--- config.mk ---
export PLATFORM = sky130hd
export DESIGN_NAME = otp_host_flat
export DESIGN_NICKNAME = d
export VERILOG_FILES = /design/src/otp_pkg.sv /design/src/otp_spi_if.sv /design/src/otp_host.sv /design/src/flat_wrapper.sv
export VERILOG_INCLUDE_DIRS = /design/src
export SDC_FILE = /design/constraint.sdc
export NUM_CORES = 1
export LEC_CHECK = 0
export ABC_AREA = 0
export BUFFER_PORTS_ARGS = -buffer_cell sky130_fd_sc_hd__buf_2
export CAP_MARGIN = 20
export CORE_ASPECT_RATIO = 1.25
export CORE_MARGIN = 10
export CORE_UTILIZATION = 25
export CTS_BUF_LIST = sky130_fd_sc_hd__clkbuf_4 sky130_fd_sc_hd__clkbuf_8
export DETAILED_ROUTE_END_ITERATION = 10
export PLACE_DENSITY = 0.49
export SKIP_LAST_GASP = 1
export SLEW_MARGIN = 20
export SYNTH_ARGS = -nofsm -noshare
export SYNTH_HDL_FRONTEND = slang
export SYNTH_HIERARCHICAL = 1
export SYNTH_SLANG_ARGS = --single-unit
--- constraint.sdc ---
create_clock -name core_clk_i -period 7.9 [get_ports core_clk_i]
set_input_delay 0.395 -clock core_clk_i [delete_from_list [all_inputs] [get_ports core_clk_i]]
set_output_delay 0.395 -clock core_clk_i [all_outputs]
set_load 0.02 [all_outputs]
--- src/otp_map.svh ---
`ifndef OTP_MAP_SVH
`define OTP_MAP_SVH
`define OTP_CMD_WR_ENABLE 8'h06
`define OTP_CMD_WRDI 8'h04
`define OTP_CMD_RDSR 8'h05
`define OTP_CMD_PROG 8'h42
`define OTP_CMD_READ 8'h48
`define OTP_ERASED 8'hff
`define OTP_ST_BUSY 0
`define OTP_ST_LATCH 1
`define OTP_ST_LOCK 2
`define OTP_REG_NUM 4
`define OTP_REG_BYTES 256
`define OTP_CLK_MHZ 40
`define OTP_PROG_TIME_US 2400
`define OTP_PROG_CYCLES (`OTP_PROG_TIME_US * `OTP_CLK_MHZ)
`define OTP_PU_DELAY_US 10000
`define OTP_PU_CYCLES (`OTP_PU_DELAY_US * `OTP_CLK_MHZ)
`define OTP_SCLK_HALF 4
`define OTP_FIFO_DEPTH 32
`endif

--- src/otp_pkg.sv ---
package otp_pkg;
  typedef enum logic [1:0] {
    OTP_OP_WR_ENABLE, OTP_OP_PROG, OTP_OP_READ, OTP_OP_STATUS
  } otp_op_e;
  typedef enum logic [2:0] {
    D_CMD, D_ADDR, D_DUMMY, D_DIN, D_DOUT, D_STAT, D_END, D_IGN
  } otp_dev_st_e;
  typedef enum logic [2:0] {
    H_IDLE, H_LOW, H_HIGH, H_TAIL, H_GAP
  } otp_host_st_e;
  typedef struct packed {
    logic [2:0] cs_sy;
    logic [2:0] ck_sy;
    logic [1:0] si_sy;
    otp_dev_st_e st;
    logic [7:0] sh;
    logic [2:0] bc;
    logic [2:0] oc;
    logic [1:0] ac;
    logic [7:0] cmd;
    logic [23:0] addr;
    logic [7:0] tx;
    logic got;
    logic [255:0] mask;
    logic latch;
    logic busy;
    logic [31:0] tmr;
    logic [8:0] walk;
    logic [1:0] preg;
    logic so;
    logic so_oe_n;
  } otp_dev_s;
  typedef struct packed {
    logic [31:0] pu_cnt;
    logic pu_done;
    logic rdy;
    otp_host_st_e st;
    otp_op_e op;
    logic enable_first;
    logic [7:0] div;
    logic [11:0] bitn;
    logic [11:0] total;
    logic [11:0] ptot;
    logic [11:0] dstart;
    logic [23:0] addr;
    logic [7:0] sh;
    logic [7:0] rx;
    logic cs_n;
    logic sclk;
    logic mosi;
    logic rd_valid;
    logic [7:0] rd_data;
    logic done;
    logic [1:0] mi_sy;
  } otp_host_s;
endpackage

--- src/otp_spi_if.sv ---
`timescale 1ns/1ps
`default_nettype none
interface otp_spi_if;
  logic cs_n;
  logic sclk;
  logic mosi;
  logic miso;
  logic miso_oe_n;
  modport dev (input cs_n, sclk, mosi, output miso, miso_oe_n);
  modport host (output cs_n, sclk, mosi, input miso, miso_oe_n);
endinterface
`default_nettype wire

--- src/otp_host.sv ---
`timescale 1ns/1ps
`default_nettype none
`include "otp_map.svh"
module otp_fifo #(
  parameter int WIDTH = 8,
  parameter int DEPTH = `OTP_FIFO_DEPTH
) (
  input wire logic core_clk_i,
  input wire logic srst_i,
  input wire logic in_valid_i,
  output logic in_ready_o,
  input wire logic [WIDTH-1:0] in_data_i,
  output logic out_valid_o,
  input wire logic out_ready_i,
  output logic [WIDTH-1:0] out_data_o
);
  localparam int AW = $clog2(DEPTH);
  typedef struct packed {
    logic [AW:0] cnt;
    logic [AW-1:0] rp;
    logic [AW-1:0] wp;
    logic rdy;
  } otp_fifo_s;
  otp_fifo_s q, d;
  logic [WIDTH-1:0] mem [DEPTH];
  logic push, pop;

  assign push = in_valid_i & q.rdy;
  assign pop = out_valid_o & out_ready_i;
  assign out_valid_o = (q.cnt != '0);
  assign out_data_o = mem[q.rp];
  assign in_ready_o = q.rdy;

  always_comb begin
    d = q;
    if (push) begin
      d.wp = q.wp + 1'b1;
    end
    if (pop) begin
      d.rp = q.rp + 1'b1;
    end
    d.cnt = q.cnt + (AW+1)'(push) - (AW+1)'(pop);
    d.rdy = d.cnt < (AW+1)'(DEPTH);
  end

  always_ff @(posedge core_clk_i) begin
    if (srst_i) begin
      q <= '0;
      q.rdy <= 1'b1;
    end else begin
      q <= d;
    end
  end

  always_ff @(posedge core_clk_i) begin
    if (push) begin
      mem[q.wp] <= in_data_i;
    end
  end
endmodule

module otp_host #(
  parameter int PU_CYCLES = `OTP_PU_CYCLES,
  parameter int HALF = `OTP_SCLK_HALF
) (
  input wire logic core_clk_i,
  input wire logic srst_i,
  otp_spi_if.host link,
  input wire logic cmd_valid_i,
  output logic cmd_ready_o,
  input wire otp_pkg::otp_op_e cmd_op_i,
  input wire logic [23:0] cmd_addr_i,
  input wire logic [8:0] cmd_len_i,
  input wire logic wr_valid_i,
  output logic wr_ready_o,
  input wire logic [7:0] wr_data_i,
  output logic rd_valid_o,
  output logic [7:0] rd_data_o,
  output logic done_o
);
  import otp_pkg::*;
  otp_host_s q, d;
  logic f_valid, f_pop;
  logic [7:0] f_data, src;
  logic [11:0] len1;
  logic need;

  otp_fifo #(.WIDTH(8), .DEPTH(`OTP_FIFO_DEPTH)) u_fifo (
    .core_clk_i(core_clk_i),
    .srst_i(srst_i),
    .in_valid_i(wr_valid_i),
    .in_ready_o(wr_ready_o),
    .in_data_i(wr_data_i),
    .out_valid_o(f_valid),
    .out_ready_i(f_pop),
    .out_data_o(f_data)
  );

  always_comb begin
    d = q;
    f_pop = 1'b0;
    d.rd_valid = 1'b0;
    d.done = 1'b0;
    d.mi_sy = {q.mi_sy[0], link.miso};
    // one to 256 bytes per frame
    len1 = (cmd_len_i == 9'h0) ? 12'h001 :
           (cmd_len_i > 9'h100) ? 12'h100 : {3'h0, cmd_len_i};
    need = (q.op == OTP_OP_PROG) && !q.enable_first &&
           (q.bitn[11:3] >= 9'h004);
    case (q.bitn[11:3])
      9'h000: begin
        if (q.enable_first || q.op == OTP_OP_WR_ENABLE) begin
          src = `OTP_CMD_WR_ENABLE;
        end else if (q.op == OTP_OP_PROG) begin
          src = `OTP_CMD_PROG;
        end else if (q.op == OTP_OP_READ) begin
          src = `OTP_CMD_READ;
        end else begin
          src = `OTP_CMD_RDSR;
        end
      end
      9'h001: src = q.addr[23:16];
      9'h002: src = q.addr[15:8];
      9'h003: src = q.addr[7:0];
      default: src = need ? f_data : 8'h00;
    endcase
    if (!q.pu_done) begin
      d.pu_cnt = q.pu_cnt + 32'h1;
      d.pu_done = (q.pu_cnt == 32'(PU_CYCLES - 1));
    end
    case (q.st)
      H_IDLE: begin
        if (cmd_valid_i && q.rdy) begin
          d.op = cmd_op_i;
          d.bitn = 12'h0;
          d.div = 8'h0;
          d.cs_n = 1'b0;
          d.st = H_LOW;
          d.dstart = 12'hfff;
          d.enable_first = (cmd_op_i == OTP_OP_PROG);
          d.ptot = 12'd32 + {len1[8:0], 3'h0};
          d.addr = {14'h0, cmd_addr_i[9:0]};
          case (cmd_op_i)
            OTP_OP_READ: begin
              d.total = 12'd40 + {len1[8:0], 3'h0};
              d.dstart = 12'd40;
              d.addr = {14'h0, cmd_addr_i[9:0]};
            end
            OTP_OP_STATUS: begin
              d.total = 12'd8 + {len1[8:0], 3'h0};
              d.dstart = 12'd8;
            end
            default: d.total = 12'd8;
          endcase
        end
      end
      H_LOW: begin
        if (q.div == 8'h0) begin
          if (!(q.bitn[2:0] == 3'h0 && need && !f_valid)) begin
            if (q.bitn[2:0] == 3'h0) begin
              f_pop = need;
              d.mosi = src[7];
              d.sh = {src[6:0], 1'b0};
            end else begin
              d.mosi = q.sh[7];
              d.sh = {q.sh[6:0], 1'b0};
            end
            d.div = 8'h1;
          end
        end else if (q.div == 8'(HALF - 1)) begin
          d.div = 8'h0;
          d.sclk = 1'b1;
          d.st = H_HIGH;
        end else begin
          d.div = q.div + 8'h1;
        end
      end
      H_HIGH: begin
        if (q.div == 8'(HALF - 1)) begin
          d.div = 8'h0;
          d.sclk = 1'b0;
          if (q.bitn >= q.dstart) begin
            d.rx = {q.rx[6:0], q.mi_sy[1]};
            if (q.bitn[2:0] == 3'h7) begin
              d.rd_valid = 1'b1;
              d.rd_data = {q.rx[6:0], q.mi_sy[1]};
            end
          end
          if (q.bitn == q.total - 12'h1) begin
            d.st = H_TAIL;
          end else begin
            d.bitn = q.bitn + 12'h1;
            d.st = H_LOW;
          end
        end else begin
          d.div = q.div + 8'h1;
        end
      end
      H_TAIL, H_GAP: begin
        if (q.div == 8'(HALF - 1)) begin
          d.div = 8'h0;
          d.cs_n = 1'b1;
          d.st = (q.st == H_TAIL) ? H_GAP : H_IDLE;
          if (q.st == H_GAP && q.enable_first) begin
            d.enable_first = 1'b0;
            d.total = q.ptot;
            d.bitn = 12'h0;
            d.cs_n = 1'b0;
            d.st = H_LOW;
          end else if (q.st == H_GAP) begin
            d.done = 1'b1;
          end
        end else begin
          d.div = q.div + 8'h1;
        end
      end
      default: d.st = H_IDLE;
    endcase
    d.rdy = (d.st == H_IDLE) && d.pu_done;
  end

  always_ff @(posedge core_clk_i) begin
    if (srst_i) begin
      q <= '0;
      q.cs_n <= 1'b1;
      q.st <= H_IDLE;
      q.dstart <= 12'hfff;
    end else begin
      q <= d;
    end
  end

  assign cmd_ready_o = q.rdy;
  assign rd_valid_o = q.rd_valid;
  assign rd_data_o = q.rd_data;
  assign done_o = q.done;
  assign link.cs_n = q.cs_n;
  assign link.sclk = q.sclk;
  assign link.mosi = q.mosi;
endmodule
`default_nettype wire

--- src/flat_wrapper.sv ---
// flat-port wrapper written by rule: the top's interface ports become plain ports
module otp_host_flat import otp_pkg::*;
#(
  parameter int PU_CYCLES = `OTP_PU_CYCLES,
  parameter int HALF = `OTP_SCLK_HALF
)
  (core_clk_i, srst_i, cmd_valid_i, cmd_ready_o, cmd_op_i, cmd_addr_i, cmd_len_i, wr_valid_i, wr_ready_o, wr_data_i, rd_valid_o, rd_data_o, done_o, link_cs_n, link_sclk, link_mosi, link_miso, link_miso_oe_n);
  otp_spi_if link_i ();
  input wire logic core_clk_i;
  input wire logic srst_i;
  input wire logic cmd_valid_i;
  output logic cmd_ready_o;
  input wire otp_pkg::otp_op_e cmd_op_i;
  input wire logic [23:0] cmd_addr_i;
  input wire logic [8:0] cmd_len_i;
  input wire logic wr_valid_i;
  output logic wr_ready_o;
  input wire logic [7:0] wr_data_i;
  output logic rd_valid_o;
  output logic [7:0] rd_data_o;
  output logic done_o;
  output wire logic [$bits(link_i.cs_n)-1:0] link_cs_n;
  output wire logic [$bits(link_i.sclk)-1:0] link_sclk;
  output wire logic [$bits(link_i.mosi)-1:0] link_mosi;
  input wire logic [$bits(link_i.miso)-1:0] link_miso;
  input wire logic [$bits(link_i.miso_oe_n)-1:0] link_miso_oe_n;
  assign link_cs_n = link_i.cs_n;
  assign link_sclk = link_i.sclk;
  assign link_mosi = link_i.mosi;
  assign link_i.miso = link_miso;
  assign link_i.miso_oe_n = link_miso_oe_n;
  otp_host #(.PU_CYCLES(PU_CYCLES), .HALF(HALF)) u_core (.core_clk_i(core_clk_i), .srst_i(srst_i), .link(link_i), .cmd_valid_i(cmd_valid_i), .cmd_ready_o(cmd_ready_o), .cmd_op_i(cmd_op_i), .cmd_addr_i(cmd_addr_i), .cmd_len_i(cmd_len_i), .wr_valid_i(wr_valid_i), .wr_ready_o(wr_ready_o), .wr_data_i(wr_data_i), .rd_valid_o(rd_valid_o), .rd_data_o(rd_data_o), .done_o(done_o));
endmodule
==> impl_metrics.csv, run 1 <==
group,metric,value,unit
grt,track_usage,9.98,%
critical_path,cp_slowest_stage_delay,0.54,ns
floorplanning,die_height,314,um
floorplanning,rows,107,
critical_path,path_cells,"inv_1, ha_1, nand2b_1, a2111oi_4, nand3_1, nor2_1, nand2_1, inv_1, ha_1, inv_1, ha_1, a21o_1, a21oi_1, nor4_1, or3_1",
grt,grt_antenna_before_repair,0,
detailed_routing,postRouteWirelength,40.6,mm
critical_path,cp.required,8.43,ns
clocking,htree_levels,3,
final_layout,fin_area,19900,um2
critical_path,cp.arrival,4.26,ns
placement,dp_hpwl,26.0,mm
critical_path,crit_family,"simple AND/OR/NAND/NOR gates",
final_layout,final_common_cell,"edfxtp_1",
final_layout,diodes,0,
critical_path,cpMaxStageDelayCell,"a2111oi_4",
floorplanning,ios,64,
synth,async_reset_ff_share,0,%
floorplanning,initial_core_util,25.3,%
synth,synth.avg_cell_area,12.6,um2
floorplanning,fp.dieArea,80300,um2
detailed_routing,drt-wirelength-per-cell,16.8,um
worst_hold_path,holdPathEnd,"u_core/q[112]",
synth,synthDistinctLibCells,76,
worst_hold_path,hp-class,"in2reg",
timing,fin_setup_tns,0,ns
critical_path,cp.buffers_inverters,3,
clocking,cts_resized,0,
floorplanning,core,68400,um2
timing,slew_violations,0,
clocking,cts_tree,"done",
critical_path,crit_path_end_kind,"flip-flop",
floorplanning,die_w,255,um
detailed_routing,via_per_inst,4.49,
power,total_power,0.00445,W
clocking,clkTransAtPathRegs,0.07,ns
timing,hold_viol,0,
critical_path,timing.rr.end,"u_core/u_fifo/q[16]",
placement,place_area,18400,um2
timing,setup_violations,0,
critical_path,cp-startpoint,"u_core/q[91]",
synth,syn_inst,1378,
synth,synth_seq_cells,397,
power,cellPowerDensity,223,nW/um2
synth,synth_edf_count,256,
clocking,root_buffer,"clkbuf_8",
synth,ys_seq_area_share,60.7,%
final_layout,drive_gt1_share,14.1,%
critical_path,path_max_fanout,6,
status,status,"completed",
final_layout,syn_to_final_growth,15.2,%
worst_hold_path,hp-start,"cmd_op_i[0]",
clocking,clockBufferDepth,3,
synth,synth_area,17300,um2
power,ir_drop,161,uV
grt,grt_max_degree,52,
clocking,cts.sink_count,397,
grt,overflow,0,
run,max-cap-violations,0,
timing,fin_crit_sh,47.2,%
timing,whs,0.0708,ns
power,leakagePower,6.50,nW
synth,ys.flop_type,"edfxtp_1",
timing,min_period,3.73,ns
synth,yosysWarnings,6,
critical_path,cp-start-kind,"flip-flop",
timing,max_freq,268,MHz
critical_path,regToRegSetupSlack,4.17,ns
timing,slew_headroom,28.2,%
detailed_routing,first_iter_violations,692,
detailed_routing,firstDrtPassIters,5,
placement,port_buffers,48,
final_layout,final_cells,2420,
final_layout,nets,1526,
critical_path,rr_worst_depth,15,
placement,dp_cells,2281,
worst_hold_path,holdPathStages,3,
final_layout,most-common-layout-cells,"edfxtp_1, nor2_1, dfxtp_1",
detailed_routing,postRouteAntennaNets,0,
synth,syn_nets,1465,
timing,tightest_slew,1.08,ns
critical_path,worstSetupPathType,"reg2reg",
placement,gp_congestion,0.791,
detailed_routing,vias,10900,
clocking,worstSkewPairLatency,0.65,ns
grt,grt_pass1_wl,63.2,mm
timing,rsz0062_at_grt,"no",
timing,fin_skew,0.0241,ns
critical_path,reg2reg_from,"u_core/q[91]",
detailed_routing,drc,0,
grt,grt_pass1_vias,10900,
clocking,numCtsBuffers,71,
synth_stat cells, types with 5 or more instances:
master,instances,share of area (%)
mux4_1,14,2.1
buf_2,19,0.55
ha_1,37,2.7
and2_1,6,0.22
nand2b_1,12,0.43
nand2_1,101,2.2
inv_1,28,0.61
a211oi_1,9,0.39
a22oi_1,41,1.8
nor4_1,10,0.36
o31ai_1,6,0.26
mux4_2,18,2.3
o21ai_0,21,0.61
nor2_1,149,3.2
a22o_1,8,0.40
xnor2_1,18,0.91
nand3_1,60,1.7
dfxtp_1,141,16
buf_4,9,0.39
xor2_1,46,2.3
a21oi_1,52,1.5
o211ai_1,14,0.61
nor3_1,12,0.35
a21o_1,6,0.26
nand4_1,14,0.51
mux2i_1,84,4.9
clkbuf_1,44,0.95
a311oi_1,5,0.25
edfxtp_1,256,44
and3_1,17,0.61
or3_1,10,0.36
nor2b_1,21,0.76
a221oi_1,8,0.40
flip-flops by register name, indices dropped and copies added, names as in the netlist, named ones only:
signal,cells
u_core/link.mosi,1
u_core/d,1
u_core/done_o,1
u_core/u_fifo/mem,256
u_core/rd_valid_o,1
u_core/link.sclk,1
u_core/rd_data_o,8
u_core/u_fifo/q,16
u_core/cmd_ready_o,1
u_core/link.cs_n,1
u_core/q,104
u_core/u_fifo/in_ready_o,1
logic make-up (layout without fill, tap and decap cells):
logic type	Yosys count	after routing	synth area share, %
adders and majority gates	38	38	2.79
and+or+nand+nor	452	452	12.9
muxes	116	116	9.32
AOI/OAI and AO/OA	203	203	8.15
buffers and inverters	108	224	2.90
xor gates and xnor gates	64	64	3.24
DFF	397	397	60.7
routing by layer:
layer	share of wire, %	up-vias	global-route usage (%)
met5	0	-	0
met4	1.9	0	3.15
met3	4.7	61	2.49
met2	48	214	16.6
met1	45	5323	12.5
li1	-	5269	-
worst min-delay path, cell delays in order:
cell and delay, ns:
buf_2 0.14, nand2_1 0.06, a21oi_1 0.05
metrics by stage:
step,util [%],setup WS [ns]
2_1_floorplan,-,4.90
3_3_place_gp,26.9,4.21
3_5_place_dp,26.9,4.17
4_1_cts,29.2,4.18
5_1_grt,29.2,3.92
6_report,29.2,4.17
power by group:
part,leakage [nW],internal (W),switching [W]
Clock,0.756,0.00107,0.000868
Sequential,3.44,0.00224,0.0000160
Combinational,2.30,0.0000911,0.000164
Total,6.50,0.00340,0.00105
final cells by class:
| type | count | area, um2 |
|---|---|---|
| clock inverter | 29 | 233 |
| tap | 926 | 1160 |
| multi-input combinational | 873 | 6310 |
| fill | 6985 | 48500 |
| clock buffer | 99 | 1210 |
| timing repair buffer | 67 | 413 |
| sequential | 397 | 10500 |
| inverter | 29 | 109 |
worst max path at each step:
stage / endpoint / slack [ns] / cells after the start
2_1_floorplan: u_core/u_fifo/q[16] / 4.90 / 15
3_3_place_gp: u_core/u_fifo/q[16] / 4.21 / 15
3_5_place_dp: u_core/u_fifo/q[16] / 4.17 / 15
4_1_cts: u_core/u_fifo/q[16] / 4.18 / 15
5_1_grt: u_core/u_fifo/q[16] / 3.92 / 15
6_report: u_core/u_fifo/q[16] / 4.17 / 15
what timing repair did:
item,4_1_cts,5_1_grt
buffers inserted,0,0
hold buffers,11,0
hold endpoints to repair,11,0
Power figures use the tool's default switching activity.
==> run 2, diff against run 1 <==
==> constraint.sdc (replaced) <==
create_clock -name core_clk_i -period 3.6 [get_ports core_clk_i]
set_input_delay 0.18 -clock core_clk_i [delete_from_list [all_inputs] [get_ports core_clk_i]]
set_output_delay 0.18 -clock core_clk_i [all_outputs]
set_load 0.02 [all_outputs]
==> impl_metrics.csv, run 2 (synthesis gave the netlist of run 1 again) <==
group,metric,value,unit
grt,track_usage,10.2,%
worst_hold_path,hp-class,"in2reg",
final_layout,multi_input_area,6310,um2
clocking,cts_tree,"done",
timing,fin_crit_sh,90.5,%
floorplanning,core,68400,um2
timing,rsz0062_at_grt,"no",
final_layout,nets,1556,
final_layout,diodes,0,
power,cellPowerDensity,492,nW/um2
final_layout,fin_area,20300,um2
floorplanning,die_w,255,um
grt,grt_pass1_vias,11500,
clocking,worstSkewPairLatency,0.64,ns
grt,grt_pass1_wl,64.7,mm
power,leakagePower,6.70,nW
final_layout,largest-register,"u_core/u_fifo/mem",
final_layout,top_regs,"u_core/u_fifo/mem (256), u_core/q (104), u_core/u_fifo/q (16)",
timing,max_freq,307,MHz
grt,grt_antenna_before_repair,0,
floorplanning,initial_core_util,25.3,%
detailed_routing,via_per_inst,4.53,
critical_path,cp.required,4.11,ns
timing,setup_violations,0,
critical_path,crit_family,"simple AND/OR/NAND/NOR gates",
clocking,clkTransAtPathRegs,0.06,ns
critical_path,cp_slowest_stage_delay,0.39,ns
placement,gp_congestion,0.761,
detailed_routing,postRouteWirelength,41.4,mm
clocking,root_buffer,"clkbuf_8",
clocking,cts.sink_count,397,
detailed_routing,drt-wirelength-per-cell,16.9,um
critical_path,cpMaxStageDelayCell,"a2111oi_4",
placement,dp_hpwl,27.3,mm
clocking,htree_levels,3,
detailed_routing,postRouteAntennaNets,0,
detailed_routing,vias,11100,
clocking,cts_setup_buffers,0,
detailed_routing,first_iter_violations,602,
critical_path,crit_path_end_kind,"flip-flop",
placement,place_area,18600,um2
detailed_routing,drt-met1-wl,18.6,mm
grt,grt_max_degree,81,
detailed_routing,drc,0,
power,ir_drop,315,uV
critical_path,path_max_fanout,5,
timing,tightest_slew,1.02,ns
timing,slew_violations,0,
grt,overflow,0,
floorplanning,ios,64,
detailed_routing,dr_wl_met3,1.72,mm
clocking,numCtsBuffers,73,
timing,min_period,3.26,ns
critical_path,cp.buffers_inverters,3,
detailed_routing,route.met2.wl,20.2,mm
final_layout,most-common-layout-cells,"edfxtp_1, nor2_1, dfxtp_1",
clocking,clockBufferDepth,3,
floorplanning,rows,107,
final_layout,drive_gt1_share,15.7,%
critical_path,cp.arrival,3.77,ns
timing,hold_viol,0,
final_layout,final_common_cell,"edfxtp_1",
run,max-cap-violations,0,
status,status,"completed",
critical_path,worstSetupPathType,"reg2reg",
detailed_routing,firstDrtPassIters,5,
placement,port_buffers,48,
final_layout,seq_area,10500,um2
final_layout,fillerInstances,6953,
critical_path,cp-start-kind,"flip-flop",
timing,slew_headroom,31.6,%
detailed_routing,maxUsedRoutingLayer,"met4",
critical_path,path_cells,"inv_1, ha_1, nand2b_1, a2111oi_4, nand3_1, nor2_2, nand2_1, inv_1, ha_1, inv_1, ha_1, a21o_1, a21oi_1, nor4_1, or3_1",
floorplanning,fp.dieArea,80300,um2
timing,fin_skew,0.0197,ns
timing,fin_setup_tns,0,ns
final_layout,syn_to_final_growth,17.3,%
floorplanning,die_height,314,um
final_layout,largest_reg_flops,256,
-- run 2: changes by cell type in the layout (fill, tap and decap cells not counted), sizes merged --
cell         change
inv              +3
clkinv           -9
clkinvlp         -1
clkbuf          +13
dlygate4sd3      +8
buf             +20
-- run 2: repair_timing --
| action | in CTS | in global routing |
|---|---|---|
| hold endpoints to repair | 22 | 0 |
| gates resized for setup | 0 | 1 |
| hold buffers | 19 | 0 |
| endpoints found under the setup margin | 0 | 1 |
-- run 2: where the power goes --
| part | internal, W | leakage [nW] | switching [W] |
|---|---|---|---|
| registers | 0.00492 | 3.44 | 0.0000390 |
| logic | 0.000207 | 2.44 | 0.000360 |
| clock network | 0.00257 | 0.816 | 0.00190 |
| total | 0.00770 | 6.70 | 0.00229 |
-- run 2: path summary, 6_finish.rpt --
check	slack, ns	end	cells past startpoint	startpoint
setup reg to reg	0.34	u_core/u_fifo/q[16]	15	u_core/q[91]
hold / removal	0.1	u_core/q[74]	4	cmd_len_i[4]
hold reg to reg	0.46	u_core/q[71]	2	u_core/q[71]
setup / recovery	0.34	u_core/u_fifo/q[16]	15	u_core/q[91]
-- run 2: routing by layer --
metal | track usage, % | up-vias
met2 | 17.3 | 227
met4 | 3.34 | 0
met5 | 0 | -
met1 | 12.5 | 5502
li1 | - | 5329
met3 | 2.44 | 66
-- run 2: tightest hold or removal path: stages --
cell	delay, ns
buf_2	0.15
nor2b_1	0.15
xnor2_1	0.14
a211oi_1	0.06
-- run 2: metrics by stage --
stage / util (%) / hold slack (ns) / power, W / setup slack, ns / instances
floorplan: - / 0.279 / 0.00538 / 0.597 / 1378
global placement: 27.1 / 0.402 / 0.00560 / 0.242 / 2301
global route: 29.7 / 0.0714 / 0.0104 / 0.0831 / 2454
CTS: 29.7 / 0.0337 / 0.0102 / 0.206 / 2454
detailed placement: 27.1 / 0.395 / 0.00561 / 0.197 / 2301
finish: 29.7 / 0.0970 / 0.00999 / 0.343 / 2454
-- run 2: cell type report --
type                    count  area share [%]
well taps                 926            5.71
flip-flops and latches    397            51.8
multi-input cells         873            31.1
inverters                  29           0.536
repair buffers             95            3.29
clock inverters            22           0.924
clock buffers             112            6.67
==> run 3, diff against run 2 <==
--- a/config.mk
+++ b/config.mk
@@ -7,13 +7,14 @@
 export NUM_CORES = 1
 export LEC_CHECK = 0
 export ABC_AREA = 0
-export BUFFER_PORTS_ARGS = -buffer_cell sky130_fd_sc_hd__buf_2
+export BUFFER_PORTS_ARGS = -buffer_cell sky130_fd_sc_hd__buf_4
 export CAP_MARGIN = 20
 export CORE_ASPECT_RATIO = 1.25
 export CORE_MARGIN = 10
 export CORE_UTILIZATION = 25
 export CTS_BUF_LIST = sky130_fd_sc_hd__clkbuf_4 sky130_fd_sc_hd__clkbuf_8
 export DETAILED_ROUTE_END_ITERATION = 10
+export GPL_ROUTABILITY_DRIVEN = 0
 export PLACE_DENSITY = 0.49
 export SKIP_LAST_GASP = 1
 export SLEW_MARGIN = 20
==> impl_metrics.csv, run 3 (synthesis gave the netlist of run 1 again) <==
group,metric,value,unit
status,status,"completed",
detailed_routing,firstDrtPassIters,5,
timing,max_freq,302,MHz
timing,min_period,3.31,ns
floorplanning,initial_core_util,25.3,%
final_layout,drive_gt1_share,15.0,%
floorplanning,die_height,314,um
final_layout,most-common-layout-cells,"edfxtp_1, nor2_1, dfxtp_1",
critical_path,path_cells,"inv_1, ha_1, nand2b_1, a2111oi_4, nand3_1, nor2_1, nand2_1, inv_1, ha_1, inv_1, ha_1, a21o_1, a21oi_1, nor4_1, or3_1",
clocking,worstSkewPairLatency,0.64,ns
critical_path,reg2reg_from,"u_core/q[91]",
timing,fin_crit_sh,92.0,%
detailed_routing,drt-wirelength-per-cell,16.8,um
final_layout,final_cells,2457,
critical_path,cp-start-kind,"flip-flop",
timing,hold_viol,0,
timing,rsz0062_at_grt,"no",
power,leakagePower,6.73,nW
detailed_routing,first_iter_violations,569,
floorplanning,rows,107,
critical_path,cp.required,4.11,ns
grt,grt_pass1_vias,11100,
final_layout,top_regs,"u_core/u_fifo/mem (256), u_core/q (104), u_core/u_fifo/q (16)",
timing,setup_violations,0,
final_layout,diodes,0,
timing,tightest_slew,1.15,ns
run,max-cap-violations,0,
clocking,numCtsBuffers,73,
clocking,cts.sink_count,397,
critical_path,worstSetupPathType,"reg2reg",
critical_path,crit_family,"simple AND/OR/NAND/NOR gates",
worst_hold_path,hp-start,"cmd_len_i[4]",
clocking,clockBufferDepth,3,
power,ir_drop,315,uV
critical_path,cp-startpoint,"u_core/q[91]",
detailed_routing,via_per_inst,4.49,
worst_hold_path,hp-class,"in2reg",
floorplanning,core,68400,um2
critical_path,cp_slowest_stage_delay,0.38,ns
detailed_routing,postRouteAntennaNets,0,
final_layout,largest-register,"u_core/u_fifo/mem",
final_layout,syn_to_final_growth,18.2,%
placement,dp_cells,2296,
critical_path,cp.buffers_inverters,3,
critical_path,crit_path_end_kind,"flip-flop",
final_layout,fillerInstances,6959,
grt,grt_antenna_before_repair,0,
critical_path,cp.arrival,3.82,ns
clocking,cts_setup_buffers,0,
grt,overflow,0,
detailed_routing,vias,11000,
worst_hold_path,holdPathEnd,"u_core/q[74]",
timing,slew_violations,0,
placement,dp_hpwl,26.8,mm
floorplanning,ios,64,
critical_path,path_max_fanout,5,
final_layout,nets,1560,
timing,fin_setup_tns,0,ns
grt,grt_max_degree,50,
final_layout,final_common_cell,"edfxtp_1",
clocking,clkTransAtPathRegs,0.06,ns
detailed_routing,drc,0,
power,cellPowerDensity,491,nW/um2
critical_path,regToRegSetupSlack,0.29,ns
clocking,htree_levels,3,
floorplanning,die_w,255,um
final_layout,largest_reg_flops,256,
grt,grt_pass1_wl,64.3,mm
worst_hold_path,holdPathStages,4,
critical_path,cpMaxStageDelayCell,"a2111oi_4",
placement,port_buffers,48,
floorplanning,fp.dieArea,80300,um2
clocking,cts_tree,"done",
critical_path,rr_worst_depth,15,
clocking,root_buffer,"clkbuf_8",
timing,fin_skew,0.0279,ns
detailed_routing,postRouteWirelength,41.2,mm
grt,track_usage,10.1,%
critical_path,timing.rr.end,"u_core/u_fifo/q[16]",
timing,slew_headroom,23.2,%
## run 3: what timing repair did
| item | CTS | global route |
|---|---|---|
| endpoints found under the hold margin | 286 | 0 |
| setup endpoints to repair | 0 | 0 |
| hold buffers | 28 | 0 |
| gates resized for setup | 0 | 0 |
## run 3: how the worst max path moves through the flow
| stage | to | slack, ns | depth (start not counted) |
|---|---|---|---|
| floorplan | u_core/u_fifo/q[16] | 0.60 | 15 |
| finish | u_core/u_fifo/q[16] | 0.29 | 15 |
| CTS | u_core/u_fifo/q[16] | 0.23 | 15 |
| detailed placement | u_core/u_fifo/q[16] | 0.24 | 15 |
| global route | u_core/u_fifo/q[16] | 0.01 | 15 |
| global placement | u_core/u_fifo/q[16] | 0.29 | 15 |
## run 3: through the flow
stage	cell area, um2	worst slack (ns)	hold WS [ns]	utilization, %	power, W
finish	20500	0.289	0.0767	29.9	0.0101
global route	20500	0.0120	0.0424	29.9	0.0105
global placement	18600	0.294	0.402	27.2	0.00561
CTS	20500	0.231	0.00466	29.9	0.0102
detailed placement	18600	0.245	0.403	27.2	0.00562
floorplan	17300	0.597	0.279	-	0.00538
## run 3: where the power goes
| part | total [W] | internal [W] | leakage, nW | switching, W |
|---|---|---|---|---|
| combinational | 0.000581 | 0.000226 | 2.48 | 0.000355 |
| clock | 0.00452 | 0.00263 | 0.809 | 0.00189 |
| sequential | 0.00496 | 0.00492 | 3.44 | 0.0000392 |
| total | 0.0101 | 0.00778 | 6.73 | 0.00228 |
## run 3: area by class of cell
type	instances	area [um2]	area share (%)
sequential	397	10500	51.4
multi-input combinational	873	6310	30.8
clock buffer	107	1310	6.40
clock inverter	26	236	1.16
timing repair buffer	99	826	4.03
inverter	29	109	0.532
tap	926	1160	5.66
## run 3: worst reg2reg max path, delay by kind of cell (launching register included)
kind,cells,cell delay [ns]
adder cells (fa/ha/maj),3,0.58
flip-flops,1,0.34
buffers and inverters,3,0.24
AO/OA/AOI/OAI,3,0.82
AND/OR/NAND/NOR,6,1.20
## run 3: routing by layer
metal	vias to the layer above	routed length, um	global-route usage, %
li1	5336	-	-
met1	5395	18500	12.5
met2	225	19800	16.9
met3	71	2000	2.63
met4	0	923	3.43
met5	-	0	0
